==> src/include/tmc_regs.vh <==
// Register map, field positions, reset values and timing counts
`ifndef TMC_REGS_VH
`define TMC_REGS_VH

// ----------------------------------------
// Register addresses
// ----------------------------------------
`define TMC_ADDR_CTRL      8'hC8
`define TMC_ADDR_RELOAD_LO 8'hCA
`define TMC_ADDR_RELOAD_HI 8'hCB
`define TMC_ADDR_COUNT_LO  8'hCC
`define TMC_ADDR_COUNT_HI  8'hCD

// ----------------------------------------
// Control fields
// ----------------------------------------
`define TMC_BIT_HIGH_FLAG  3'd7
`define TMC_BIT_LOW_FLAG   3'd6
`define TMC_BIT_LOW_IRQEN  3'd5
`define TMC_BIT_CAPTURE    3'd4
`define TMC_BIT_SPLIT      3'd3
`define TMC_BIT_RUN        3'd2
`define TMC_BIT_SRC_HI     3'd1
`define TMC_BIT_SRC_LO     3'd0

// ----------------------------------------
// Reset values
// ----------------------------------------
`define TMC_RST_CTRL       8'h00
`define TMC_RST_BYTE       8'h00

// ----------------------------------------
// Timing counts
// ----------------------------------------
`define TMC_SYS_DIV        4'd12
`define TMC_RTC_DIV        3'd0

`endif

==> src/design/tmc_sync.v <==
// Two-stage synchroniser for one asynchronous level
`timescale 1ns/1ns
`default_nettype none

module tmc_sync (
  // Clock and reset
  input  wire core_clk,
  input  wire arst_n,
  // Data
  input  wire din,
  output wire dout
);

  reg meta_ff;
  reg sync_ff;

  always @(posedge core_clk or negedge arst_n) begin
    if (!arst_n) begin
      meta_ff <= 1'b0;
      sync_ff <= 1'b0;
    end else begin
      meta_ff <= din;
      sync_ff <= meta_ff;
    end
  end

  assign dout = sync_ff;

endmodule
`default_nettype wire

==> src/design/tmc_srcgen.v <==
// Source enables: system clock/12, rtc/8 and comparator edge pulses
`timescale 1ns/1ns
`default_nettype none

module tmc_srcgen (
  // Clock and reset
  input  wire core_clk,
  input  wire arst_n,
  // Asynchronous sources
  input  wire rtc_clk_in,
  input  wire cmp0_in,
  // Enables
  output reg  div12_pulse_ff,
  output reg  rtc8_pulse_ff,
  output reg  cmp_pulse_ff
);

`include "tmc_regs.vh"

  wire       rtc_s;
  wire       cmp_s;
  reg        rtc_d_ff;
  reg        cmp_d_ff;
  reg  [3:0] div12_ff;
  reg  [2:0] rtc8_ff;

  // ----------------------------------------
  // Synchronisers
  // ----------------------------------------
  tmc_sync u_sync_rtc (
    .core_clk (core_clk),
    .arst_n   (arst_n),
    .din      (rtc_clk_in),
    .dout     (rtc_s)
  );

  tmc_sync u_sync_cmp (
    .core_clk (core_clk),
    .arst_n   (arst_n),
    .din      (cmp0_in),
    .dout     (cmp_s)
  );

  // ----------------------------------------
  // Dividers and edge detection
  // ----------------------------------------
  always @(posedge core_clk or negedge arst_n) begin
    if (!arst_n) begin
      div12_ff       <= 4'h0;
      rtc8_ff        <= 3'h0;
      rtc_d_ff       <= 1'b0;
      cmp_d_ff       <= 1'b0;
      div12_pulse_ff <= 1'b0;
      rtc8_pulse_ff  <= 1'b0;
      cmp_pulse_ff   <= 1'b0;
    end else begin
      rtc_d_ff <= rtc_s;
      cmp_d_ff <= cmp_s;
      if (div12_ff == `TMC_SYS_DIV - 4'd1) begin
        div12_ff       <= 4'h0;
        div12_pulse_ff <= 1'b1;
      end else begin
        div12_ff       <= div12_ff + 4'd1;
        div12_pulse_ff <= 1'b0;
      end
      rtc8_pulse_ff <= 1'b0;
      if (rtc_s && !rtc_d_ff) begin
        rtc8_ff <= rtc8_ff + 3'd1;
        if (rtc8_ff == 3'h7) begin
          rtc8_pulse_ff <= 1'b1;
        end
      end
      cmp_pulse_ff <= cmp_s && !cmp_d_ff;
    end
  end

endmodule
`default_nettype wire

==> src/design/tmc_timer.v <==
// Timer 2 control register, counter, reload and capture logic
`timescale 1ns/1ns
`default_nettype none

// Functional notes
// - High flag sets when upper count byte wraps FF to 00.
// - In 16-bit mode counting sets high flag only on full FFFF wrap; a capture also sets it.
// - Timer interrupt enabled: request interrupt when high flag sets.
// - Hardware never clears overflow flags; software clears them.
// - Low flag sets on every low-byte wrap, any mode.
// - Low irq enable plus timer irq enable: interrupt on low overflow.
// - In 16-bit mode capture enable selects capture mode instead of plain reload.
// - Split bit: two 8-bit reload timers; clear: one 16-bit timer.
// - In 16-bit mode timer counts only while run control is 1.
// - In split mode run gates only upper byte; lower always runs.
// - Source select decodes external clock and capture trigger.
// - Shared external clock; per-byte pick chooses it or system clock.
// - External sources are synchronised before use.
// - Capture copies count into reload pair and sets high flag.
// - 16-bit overflow reloads count from reload pair.
module tmc_timer (
  // Clock and reset
  input  wire       core_clk,
  input  wire       arst_n,
  // Special-function register port
  input  wire [7:0] sfr_addr,
  input  wire [7:0] sfr_wdata,
  input  wire       sfr_wr,
  input  wire       sfr_bit_wr,
  input  wire [2:0] sfr_bit_sel,
  input  wire       sfr_bit_val,
  output reg  [7:0] sfr_rdata_ff,
  // Clock picks and interrupt enable
  input  wire       high_byte_clock_pick,
  input  wire       low_byte_clock_pick,
  input  wire       timer_irq_enable,
  // Asynchronous sources
  input  wire       rtc_clk_in,
  input  wire       cmp0_in,
  // Interrupt request
  output reg        timer_irq_ff
);

`include "tmc_regs.vh"

  reg  [7:0] timer_control_reg_ff;
  reg  [7:0] count_low_ff;
  reg  [7:0] count_high_ff;
  reg  [7:0] reload_low_ff;
  reg  [7:0] reload_high_ff;
  reg  [7:0] nxt_ctrl;
  reg  [7:0] nxt_count_low;
  reg  [7:0] nxt_count_high;
  reg  [7:0] nxt_reload_low;
  reg  [7:0] nxt_reload_high;
  reg        ext_tick;
  reg        cap_tick;
  reg        set_high;
  reg        set_low;
  wire       div12_pulse;
  wire       rtc8_pulse;
  wire       cmp_pulse;
  wire       high_flag;
  wire       low_flag;
  wire       low_byte_irq_enable;
  wire       capture_enable;
  wire       split_mode_select;
  wire       run_control;
  wire [1:0] source_select;
  wire       tick_low;
  wire       tick_high;
  wire       run_low;
  wire       run_high;
  wire       low_wrap;
  wire       high_wrap;
  wire       full_wrap;

  // ----------------------------------------
  // Field aliases
  // ----------------------------------------
  assign high_flag           = timer_control_reg_ff[`TMC_BIT_HIGH_FLAG];
  assign low_flag            = timer_control_reg_ff[`TMC_BIT_LOW_FLAG];
  assign low_byte_irq_enable = timer_control_reg_ff[`TMC_BIT_LOW_IRQEN];
  assign capture_enable      = timer_control_reg_ff[`TMC_BIT_CAPTURE];
  assign split_mode_select   = timer_control_reg_ff[`TMC_BIT_SPLIT];
  assign run_control         = timer_control_reg_ff[`TMC_BIT_RUN];
  assign source_select       = {timer_control_reg_ff[`TMC_BIT_SRC_HI],
                                timer_control_reg_ff[`TMC_BIT_SRC_LO]};

  // Write-decode helper
  function wr_hit;
    input [7:0] addr;
    input [7:0] target;
    input       wr;
    begin
      wr_hit = wr && (addr == target);
    end
  endfunction

  // ----------------------------------------
  // Source enables
  // ----------------------------------------
  tmc_srcgen u_srcgen (
    .core_clk       (core_clk),
    .arst_n         (arst_n),
    .rtc_clk_in     (rtc_clk_in),
    .cmp0_in        (cmp0_in),
    .div12_pulse_ff (div12_pulse),
    .rtc8_pulse_ff  (rtc8_pulse),
    .cmp_pulse_ff   (cmp_pulse)
  );

  // Source decode
  always @* begin
    case (source_select)
      2'b00: begin
        ext_tick = div12_pulse;
        cap_tick = rtc8_pulse;
      end
      2'b01: begin
        ext_tick = cmp_pulse;
        cap_tick = rtc8_pulse;
      end
      2'b10: begin
        ext_tick = div12_pulse;
        cap_tick = cmp_pulse;
      end
      default: begin
        ext_tick = rtc8_pulse;
        cap_tick = cmp_pulse;
      end
    endcase
  end

  // ----------------------------------------
  // Counting
  // ----------------------------------------
  // Per-byte pick between system clock and shared source
  assign tick_low  = low_byte_clock_pick  ? 1'b1 : ext_tick;
  assign tick_high = high_byte_clock_pick ? 1'b1 : ext_tick;
  // Low byte free-runs in split mode
  assign run_low   = split_mode_select ? tick_low
                                       : (run_control && tick_low);
  assign run_high  = run_control && tick_high;
  assign low_wrap  = run_low && (count_low_ff == 8'hFF);
  assign high_wrap = run_high && (count_high_ff == 8'hFF);
  assign full_wrap = low_wrap && (count_high_ff == 8'hFF);

  always @* begin
    nxt_count_low   = count_low_ff;
    nxt_count_high  = count_high_ff;
    nxt_reload_low  = reload_low_ff;
    nxt_reload_high = reload_high_ff;
    set_high        = 1'b0;
    set_low         = low_wrap;
    if (split_mode_select) begin
      if (run_low) begin
        nxt_count_low = low_wrap ? reload_low_ff : count_low_ff + 8'd1;
      end
      if (run_high) begin
        nxt_count_high = high_wrap ? reload_high_ff
                                   : count_high_ff + 8'd1;
      end
      set_high = high_wrap;
    end else if (run_low) begin
      if (full_wrap && !capture_enable) begin
        nxt_count_low  = reload_low_ff;
        nxt_count_high = reload_high_ff;
      end else begin
        nxt_count_low = count_low_ff + 8'd1;
        if (low_wrap) begin
          nxt_count_high = count_high_ff + 8'd1;
        end
      end
      set_high = full_wrap;
    end
    // Capture mode: trigger copies count into reload pair
    if (capture_enable && run_control && cap_tick) begin
      nxt_reload_low  = count_low_ff;
      nxt_reload_high = count_high_ff;
      set_high        = 1'b1;
    end
    // Software writes to data registers
    if (wr_hit(sfr_addr, `TMC_ADDR_COUNT_LO, sfr_wr)) begin
      nxt_count_low = sfr_wdata;
    end
    if (wr_hit(sfr_addr, `TMC_ADDR_COUNT_HI, sfr_wr)) begin
      nxt_count_high = sfr_wdata;
    end
    if (wr_hit(sfr_addr, `TMC_ADDR_RELOAD_LO, sfr_wr)) begin
      nxt_reload_low = sfr_wdata;
    end
    if (wr_hit(sfr_addr, `TMC_ADDR_RELOAD_HI, sfr_wr)) begin
      nxt_reload_high = sfr_wdata;
    end
  end

  // ----------------------------------------
  // Control register
  // ----------------------------------------
  always @* begin
    nxt_ctrl = timer_control_reg_ff;
    if (wr_hit(sfr_addr, `TMC_ADDR_CTRL, sfr_wr)) begin
      nxt_ctrl = sfr_wdata;
    end else if (wr_hit(sfr_addr, `TMC_ADDR_CTRL, sfr_bit_wr)) begin
      nxt_ctrl[sfr_bit_sel] = sfr_bit_val;
    end
    // Flags only ever cleared by software, and hardware set wins
    if (set_high) begin
      nxt_ctrl[`TMC_BIT_HIGH_FLAG] = 1'b1;
    end
    if (set_low) begin
      nxt_ctrl[`TMC_BIT_LOW_FLAG] = 1'b1;
    end
  end

  always @(posedge core_clk or negedge arst_n) begin
    if (!arst_n) begin
      timer_control_reg_ff <= `TMC_RST_CTRL;
      count_low_ff         <= `TMC_RST_BYTE;
      count_high_ff        <= `TMC_RST_BYTE;
      reload_low_ff        <= `TMC_RST_BYTE;
      reload_high_ff       <= `TMC_RST_BYTE;
      timer_irq_ff         <= 1'b0;
      sfr_rdata_ff         <= 8'h00;
    end else begin
      timer_control_reg_ff <= nxt_ctrl;
      count_low_ff         <= nxt_count_low;
      count_high_ff        <= nxt_count_high;
      reload_low_ff        <= nxt_reload_low;
      reload_high_ff       <= nxt_reload_high;
      // Level request while an enabled flag stands
      timer_irq_ff <= timer_irq_enable &&
                      (nxt_ctrl[`TMC_BIT_HIGH_FLAG] ||
                       (nxt_ctrl[`TMC_BIT_LOW_IRQEN] &&
                        nxt_ctrl[`TMC_BIT_LOW_FLAG]));
      // Registered read data
      if (sfr_addr == `TMC_ADDR_CTRL) begin
        sfr_rdata_ff <= timer_control_reg_ff;
      end else if (sfr_addr == `TMC_ADDR_RELOAD_LO) begin
        sfr_rdata_ff <= reload_low_ff;
      end else if (sfr_addr == `TMC_ADDR_RELOAD_HI) begin
        sfr_rdata_ff <= reload_high_ff;
      end else if (sfr_addr == `TMC_ADDR_COUNT_LO) begin
        sfr_rdata_ff <= count_low_ff;
      end else if (sfr_addr == `TMC_ADDR_COUNT_HI) begin
        sfr_rdata_ff <= count_high_ff;
      end else begin
        sfr_rdata_ff <= 8'h00;
      end
    end
  end

endmodule
`default_nettype wire

==> config.mk <==
export PLATFORM = sky130hd
export DESIGN_NAME = tmc_timer
export DESIGN_NICKNAME = d
export VERILOG_FILES = /design/src/design/tmc_sync.v /design/src/design/tmc_srcgen.v /design/src/design/tmc_timer.v
export VERILOG_INCLUDE_DIRS = /design/src /design/src/include
export SDC_FILE = /design/constraint.sdc
export NUM_CORES = 1
export LEC_CHECK = 0
export BUFFER_PORTS_ARGS = -buffer_cell sky130_fd_sc_hd__buf_2
export CAP_MARGIN = 20
export CORE_MARGIN = 2
export CORE_UTILIZATION = 40
export CTS_BUF_LIST = sky130_fd_sc_hd__clkbuf_4
export CTS_CLUSTER_DIAMETER = 40
export DETAILED_ROUTE_END_ITERATION = 7
export SLEW_MARGIN = 40
export SYNTH_ARGS = -nofsm -noshare
export SYNTH_HDL_FRONTEND = slang
export SYNTH_SLANG_ARGS = --single-unit
==> constraint.sdc <==
create_clock -name core_clk -period 2.6 [get_ports core_clk]
set_input_delay 0.52 -clock core_clk [delete_from_list [all_inputs] [get_ports core_clk]]
set_output_delay 0.52 -clock core_clk [all_outputs]
set_load 0.02 [all_outputs]
==> impl_metrics.tcl, run 1 <==
set metrics [dict create \
    status "complete, no violations" \
    cts.sinks 65 \
    insertion_delay_ns 0.44 \
    ys_types 57 \
    maxCapViolCount 0 \
    start_util_pct 41.0 \
    ctsHoldBuffers 0 \
    ant_nets 0 \
    worstSetupEndpointType "register" \
    cts_resized 0 \
    worstRegToRegCells 7 \
    top_layer "met4" \
    numCtsBuffers 9 \
    io_buffers 37 \
    cts_tree "yes" \
    antenna_found_initial 0 \
    irDropWorstVdd_mv 0.347 \
    start_kind "register" \
    hp-class "in2async" \
    finalCritPeriodShare_pct 88.7 \
    async_flop_share_pct 100 \
    synthMostInstantiatedCell "dfrtp_1" \
    track_usage_pct 22.5 \
    setup_viol 0 \
    worstReg2RegStart "count_high_ff[0]" \
    syn_inst 411 \
    synth_warnings 0 \
    worst_slew_pin_slew_ns 0.709 \
    dieArea_um2 10200 \
    gp_congestion 0.869 \
    relSlewSlack_pct 52.7 \
    clkTransAtPathRegs_ns 0.13 \
    yosys-top-cells-count "dfrtp_1, nor2_1, a21oi_1" \
    wl_met2_um 5070 \
    remaining_drc_errors 0 \
    htreeDepth 3 \
    fin_nets 486 \
    drt_first_pass_iters 5 \
    drive_above_1_share_pct 18.4 \
    wl_met1_um 4600 \
    grt_max_degree 34 \
    clock.fmax_mhz 434 \
    ys_ff_latch 65 \
    power_uw 2600 \
    routed_wl_um 10700 \
    synth_area_leaders "dfrtp_1, mux2i_1, a21oi_1, nor2_1, nand2_1" \
    synth_top_area_cell "dfrtp_1" \
    crit_fanout 8 \
    power_density_nw_per_um2 606 \
    dpl.hpwl_um 7840 \
    syn-cell-area_um2 3770 \
    p_leak_uw 0.00174 \
    synth.avg_cell_area_um2 9.17 \
    num_antenna_cells 0 \
    chipHeight_um 101 \
    cp_data_arrival_time_ns 2.63 \
    post_cts_buffers 0 \
    min_period_ns 2.31 \
    ys_seq_area_share_pct 43.2 \
    hold_viol_final 0 \
    design.core.area_um2 9200 \
    placed_area_um2 4110 \
    rr_endpoint "count_high_ff[0]" \
    reg2reg_slack_ns 0.29 \
    drt-initial-drc-count 366 \
    root_buffer "clkbuf_4" \
    finish.instance_area_um2 4300 \
    grt.overflow.total 0 \
    report.final.slew_viol_count 0 \
    grt_pass1_wl_um 17500 \
    via_per_inst 5.93 \
    area_growth_pct 14.1 \
    rows 35 \
    first_global_vias 3240 \
    skew_ns 0.0234 \
    fin_tns_setup_ns 0 \
    die_w_um 101 \
    io_pins 38 \
    wire_per_inst_um 18.9 \
    syn_nets 445 \
    clk_path_buf_depth 2 \
    rsz0062_at_grt "false" \
    synth_top_area_share_pct 43.2 \
    synth_edf_count 0 \
    synth_ff_type "dfrtp_1" \
    wl_met3_um 807 \
    vias 3368 \
    critical_path_class "reg2reg" \
    cp.required_ns 2.92 \
]
==> registers in the layout (all words and copies together), names as in the netlist <==
signal,count
timer_control_reg_ff,8
u_srcgen.u_sync_cmp.dout,1
u_srcgen.rtc_d_ff,1
timer_irq_ff,1
u_srcgen.rtc8_ff,3
u_srcgen.cmp_d_ff,1
u_srcgen.u_sync_rtc.meta_ff,1
reload_high_ff,8
count_low_ff,8
reload_low_ff,8
count_high_ff,8
u_srcgen.u_sync_rtc.dout,1
sfr_rdata_ff,8
u_srcgen.cmp_pulse_ff,1
u_srcgen.u_sync_cmp.meta_ff,1
u_srcgen.div12_ff,4
u_srcgen.rtc8_pulse_ff,1
u_srcgen.div12_pulse_ff,1
==> how the worst max path moves through the flow <==
stage          slack, ns             start  depth (start not counted)          endpoint
6_report            0.29  count_high_ff[0]                          7  count_high_ff[0]
3_5_place_dp        0.27       sfr_addr[2]                          6   count_low_ff[1]
2_1_floorplan       0.56       sfr_addr[0]                          5      timer_irq_ff
5_1_grt             0.19  count_high_ff[0]                          7   count_low_ff[2]
3_3_place_gp        0.34       sfr_addr[2]                          6   count_low_ff[1]
4_1_cts             0.36  count_high_ff[0]                          7  count_high_ff[0]
==> per-layer routing <==
layer | up-vias | global-route usage [%]
li1 | 1606 | -
met2 | 149 | 36.2
met3 | 20 | 5.13
met1 | 1593 | 29.9
met5 | - | 0
met4 | 0 | 7.48
==> area by class of cell <==
cell class	instances	area [um2]
Clock buffer	9	67.6
Timing Repair Buffer	54	313
Fill cell	892	4900
Clock inverter	7	119
Tap cell	111	139
Sequential cell	65	1630
Inverter	8	30.0
Multi-Input combinational cell	314	2010
==> metrics by stage <==
step                      cells  worst slack (ns)  hold WS [ns]  util [%]
after floorplan             411             0.558         0.224         -
after global placement      552             0.335         0.333      44.7
after detailed placement    552             0.274         0.338      44.7
after CTS                   568             0.358         0.102      46.8
after global routing        568             0.190         0.115      46.8
final                       568             0.294        0.0983      46.8
==> critical path, stage by stage (launching register included) <==
cell and delay, ns:
dfrtp_1 0.51, ha_1 0.28, nand4_1 0.20, nor4_1 0.45, a22o_1 0.22, buf_4 0.19, mux2i_1 0.23, o211ai_1 0.10
==> cells by family (layout without fill, tap and decap cells) <==
family          after synthesis  count (layout)  synth area share, %
simple gates                158             158                 21.5
compound gates              112             112                 19.8
flops                        65              65                 43.2
buf+inv                      32              78                 3.59
mux                          30              30                 8.20
xor+xnor                      9               9                 2.09
fa+ha+maj                     5               5                 1.66
==> cells in the final DEF, fill, tap and decap left out, types with 8 or more instances in the layout <==
cell,n
a21oi_1,40
clkbuf_4,9
nor2_1,45
o21ai_0,13
dfrtp_1,65
inv_1,8
nand4_1,8
nor3_1,9
buf_4,17
nand3_1,20
nand2_1,32
mux2i_1,23
a211oi_1,8
buf_2,37
==> power breakdown <==
group	switching [uW]	internal [uW]
logic	221	196
registers	179	1120
clock network	404	486
total	804	1800
Power figures use the tool's default switching activity.
==> run 2: changes to the inputs <==
--- a/config.mk
+++ b/config.mk
@@ -8,10 +8,11 @@
 export LEC_CHECK = 0
 export BUFFER_PORTS_ARGS = -buffer_cell sky130_fd_sc_hd__buf_2
 export CAP_MARGIN = 20
+export CORE_ASPECT_RATIO = 1.25
 export CORE_MARGIN = 2
 export CORE_UTILIZATION = 40
 export CTS_BUF_LIST = sky130_fd_sc_hd__clkbuf_4
-export CTS_CLUSTER_DIAMETER = 40
+export CTS_CLUSTER_DIAMETER = 100
 export DETAILED_ROUTE_END_ITERATION = 7
 export SLEW_MARGIN = 40
 export SYNTH_ARGS = -nofsm -noshare
==> run 2 against run 1 <==
  * Sequential share of layout area is 0.49 points lower
  * Critical path type unchanged
  * Cell area is 1.3% higher
  * Largest power group unchanged
  * Clock skew is 0.010 ns lower
  * Critical endpoint is now count_high_ff[3]
  * Register-to-register slack better by 0.15 ns
  * Highest routed layer unchanged
  * Cell count is 2.5% higher
==> impl_metrics.tcl, run 2 (synthesized netlist as in run 1, its figures left out) <==
set metrics [dict create \
    status "complete, no violations" \
    clkTransAtPathRegs_ns 0.11 \
    clock.fmax_mhz 464 \
    antenna_found_initial 0 \
    rsz0062_at_grt "false" \
    ff_latch_area_um2 1630 \
    hold_viol_final 0 \
    ant_nets 0 \
    chipHeight_um 113 \
    io_pins 38 \
    min_period_ns 2.15 \
    report.final.slew_viol_count 0 \
    cp.depth 6 \
    numCtsBuffers 9 \
    maxCapViolCount 0 \
    crit_slowest_cell "dfrtp_1" \
    worst_slew_pin_slew_ns 0.542 \
    p_leak_uw 0.00176 \
    cts_resized 0 \
    cts.sinks 65 \
    use_met1_pct 27.0 \
    grt_max_degree 44 \
    track_usage_pct 22.2 \
    grt_busiest_layer "met2" \
    pwr-share-clk_pct 35.8 \
    p_comb_share_pct 15.9 \
    via_per_inst 5.71 \
    num_antenna_cells 0 \
    p_sw_share_pct 29.1 \
    skew_ns 0.0133 \
    fin_tns_setup_ns 0 \
    seqPwrFrac_pct 48.2 \
    critical_path_class "reg2reg" \
    wire_per_inst_um 18.5 \
    internal_power_uw 1900 \
    crit_chain "ha_1 -> nand4_1 -> nor4_1 -> a22o_1 -> mux2i_1 -> o22ai_1" \
    die_w_um 90.8 \
    start_kind "register" \
    rows 39 \
    io_buffers 37 \
    remaining_drc_errors 0 \
    first_global_vias 3201 \
    root_buffer "clkbuf_4" \
    fin_nets 488 \
    dpl.hpwl_um 8040 \
    multiInputGateArea_um2 2010 \
    drt_first_pass_iters 4 \
    worstRegToRegCells 6 \
    drive_above_1_share_pct 18.5 \
    crit_fanout 8 \
    grt_pass1_wl_um 17400 \
    area_growth_pct 15.6 \
    power_density_nw_per_um2 614 \
    grt.overflow.total 0 \
    layout_common_cells "dfrtp_1, nor2_1, a21oi_1" \
    irDropWorstVdd_mv 0.311 \
    crit_family "simple AND/OR/NAND/NOR gates" \
    setup_viol 0 \
    cp_data_arrival_time_ns 2.47 \
    finalCritPeriodShare_pct 82.8 \
    hp-class "in2async" \
    cts_tree "yes" \
    cp.required_ns 2.91 \
    fillers 934 \
    insertion_delay_ns 0.44 \
    ctsHoldBuffers 0 \
    post_cts_buffers 0 \
    start_util_pct 41.1 \
    drt-initial-drc-count 252 \
    routed_wl_um 10800 \
    p_switching_uw 779 \
    relSlewSlack_pct 63.8 \
    met3_usage_pct 3.15 \
    worstSetupEndpointType "register" \
    groute.layer.met2.usage_pct 37.9 \
    design.core.area_um2 9170 \
    whs_ns 0.0432 \
    htreeDepth 3 \
    clk_path_buf_depth 2 \
    vias 3325 \
    layout_commonest_cell "dfrtp_1" \
    critPathBufInv 0 \
    dieArea_um2 10200 \
    critPathMaxStageDelay_ns 0.44 \
    gp_congestion 0.935 \
]
run 2: power by group through the flow:
| stage | sequential, uW | clock, uW | combinational (uW) |
|---|---|---|---|
| 2_1_floorplan | 1210 | 0 | 351 |
| 6_report | 1290 | 959 | 426 |
| 3_3_place_gp | 1310 | 0 | 416 |
| 4_1_cts | 1290 | 974 | 430 |
| 5_1_grt | 1300 | 1020 | 482 |
| 3_5_place_dp | 1310 | 0 | 429 |
run 2: path summary, 6_finish.rpt:
path / start / end / slack, ns
max in group asynchronous: arst_n / count_low_ff[1] / 1.92
worst min-delay path: arst_n / reload_high_ff[5] / 0.04
worst max-delay path: count_high_ff[1] / count_high_ff[3] / 0.45
worst min register to register: u_srcgen.u_sync_cmp.meta_ff / u_srcgen.u_sync_cmp.dout / 0.36
worst max register to register: count_high_ff[1] / count_high_ff[3] / 0.45
min in group core_clk: cmp0_in / u_srcgen.u_sync_cmp.meta_ff / 0.18
run 2: final cells by class:
| class | instances | area share [%] |
|---|---|---|
| Timing Repair Buffer | 56 | 7.81 |
| Multi-Input combinational cell | 314 | 46.0 |
| Sequential cell | 65 | 37.3 |
| Clock buffer | 9 | 1.55 |
| Clock inverter | 7 | 3.04 |
| Tap cell | 123 | 3.53 |
| Inverter | 8 | 0.689 |
run 2: through the flow:
stage | util (%) | worst slack, ns | cell area [um2] | total power [uW] | std cells
final | 47.5 | 0.446 | 4360 | 2680 | 582
after global routing | 47.5 | 0.303 | 4360 | 2800 | 582
after CTS | 47.5 | 0.463 | 4360 | 2690 | 582
after detailed placement | 45.3 | 0.357 | 4160 | 1740 | 566
after global placement | 45.3 | 0.389 | 4160 | 1720 | 566
after floorplan | - | 0.558 | 3770 | 1560 | 411
run 2: routing by layer:
layer	up-vias	wire length, um
li1	1607	-
met1	1614	4530
met2	85	5450
met3	19	396
met4	0	376
met5	-	0
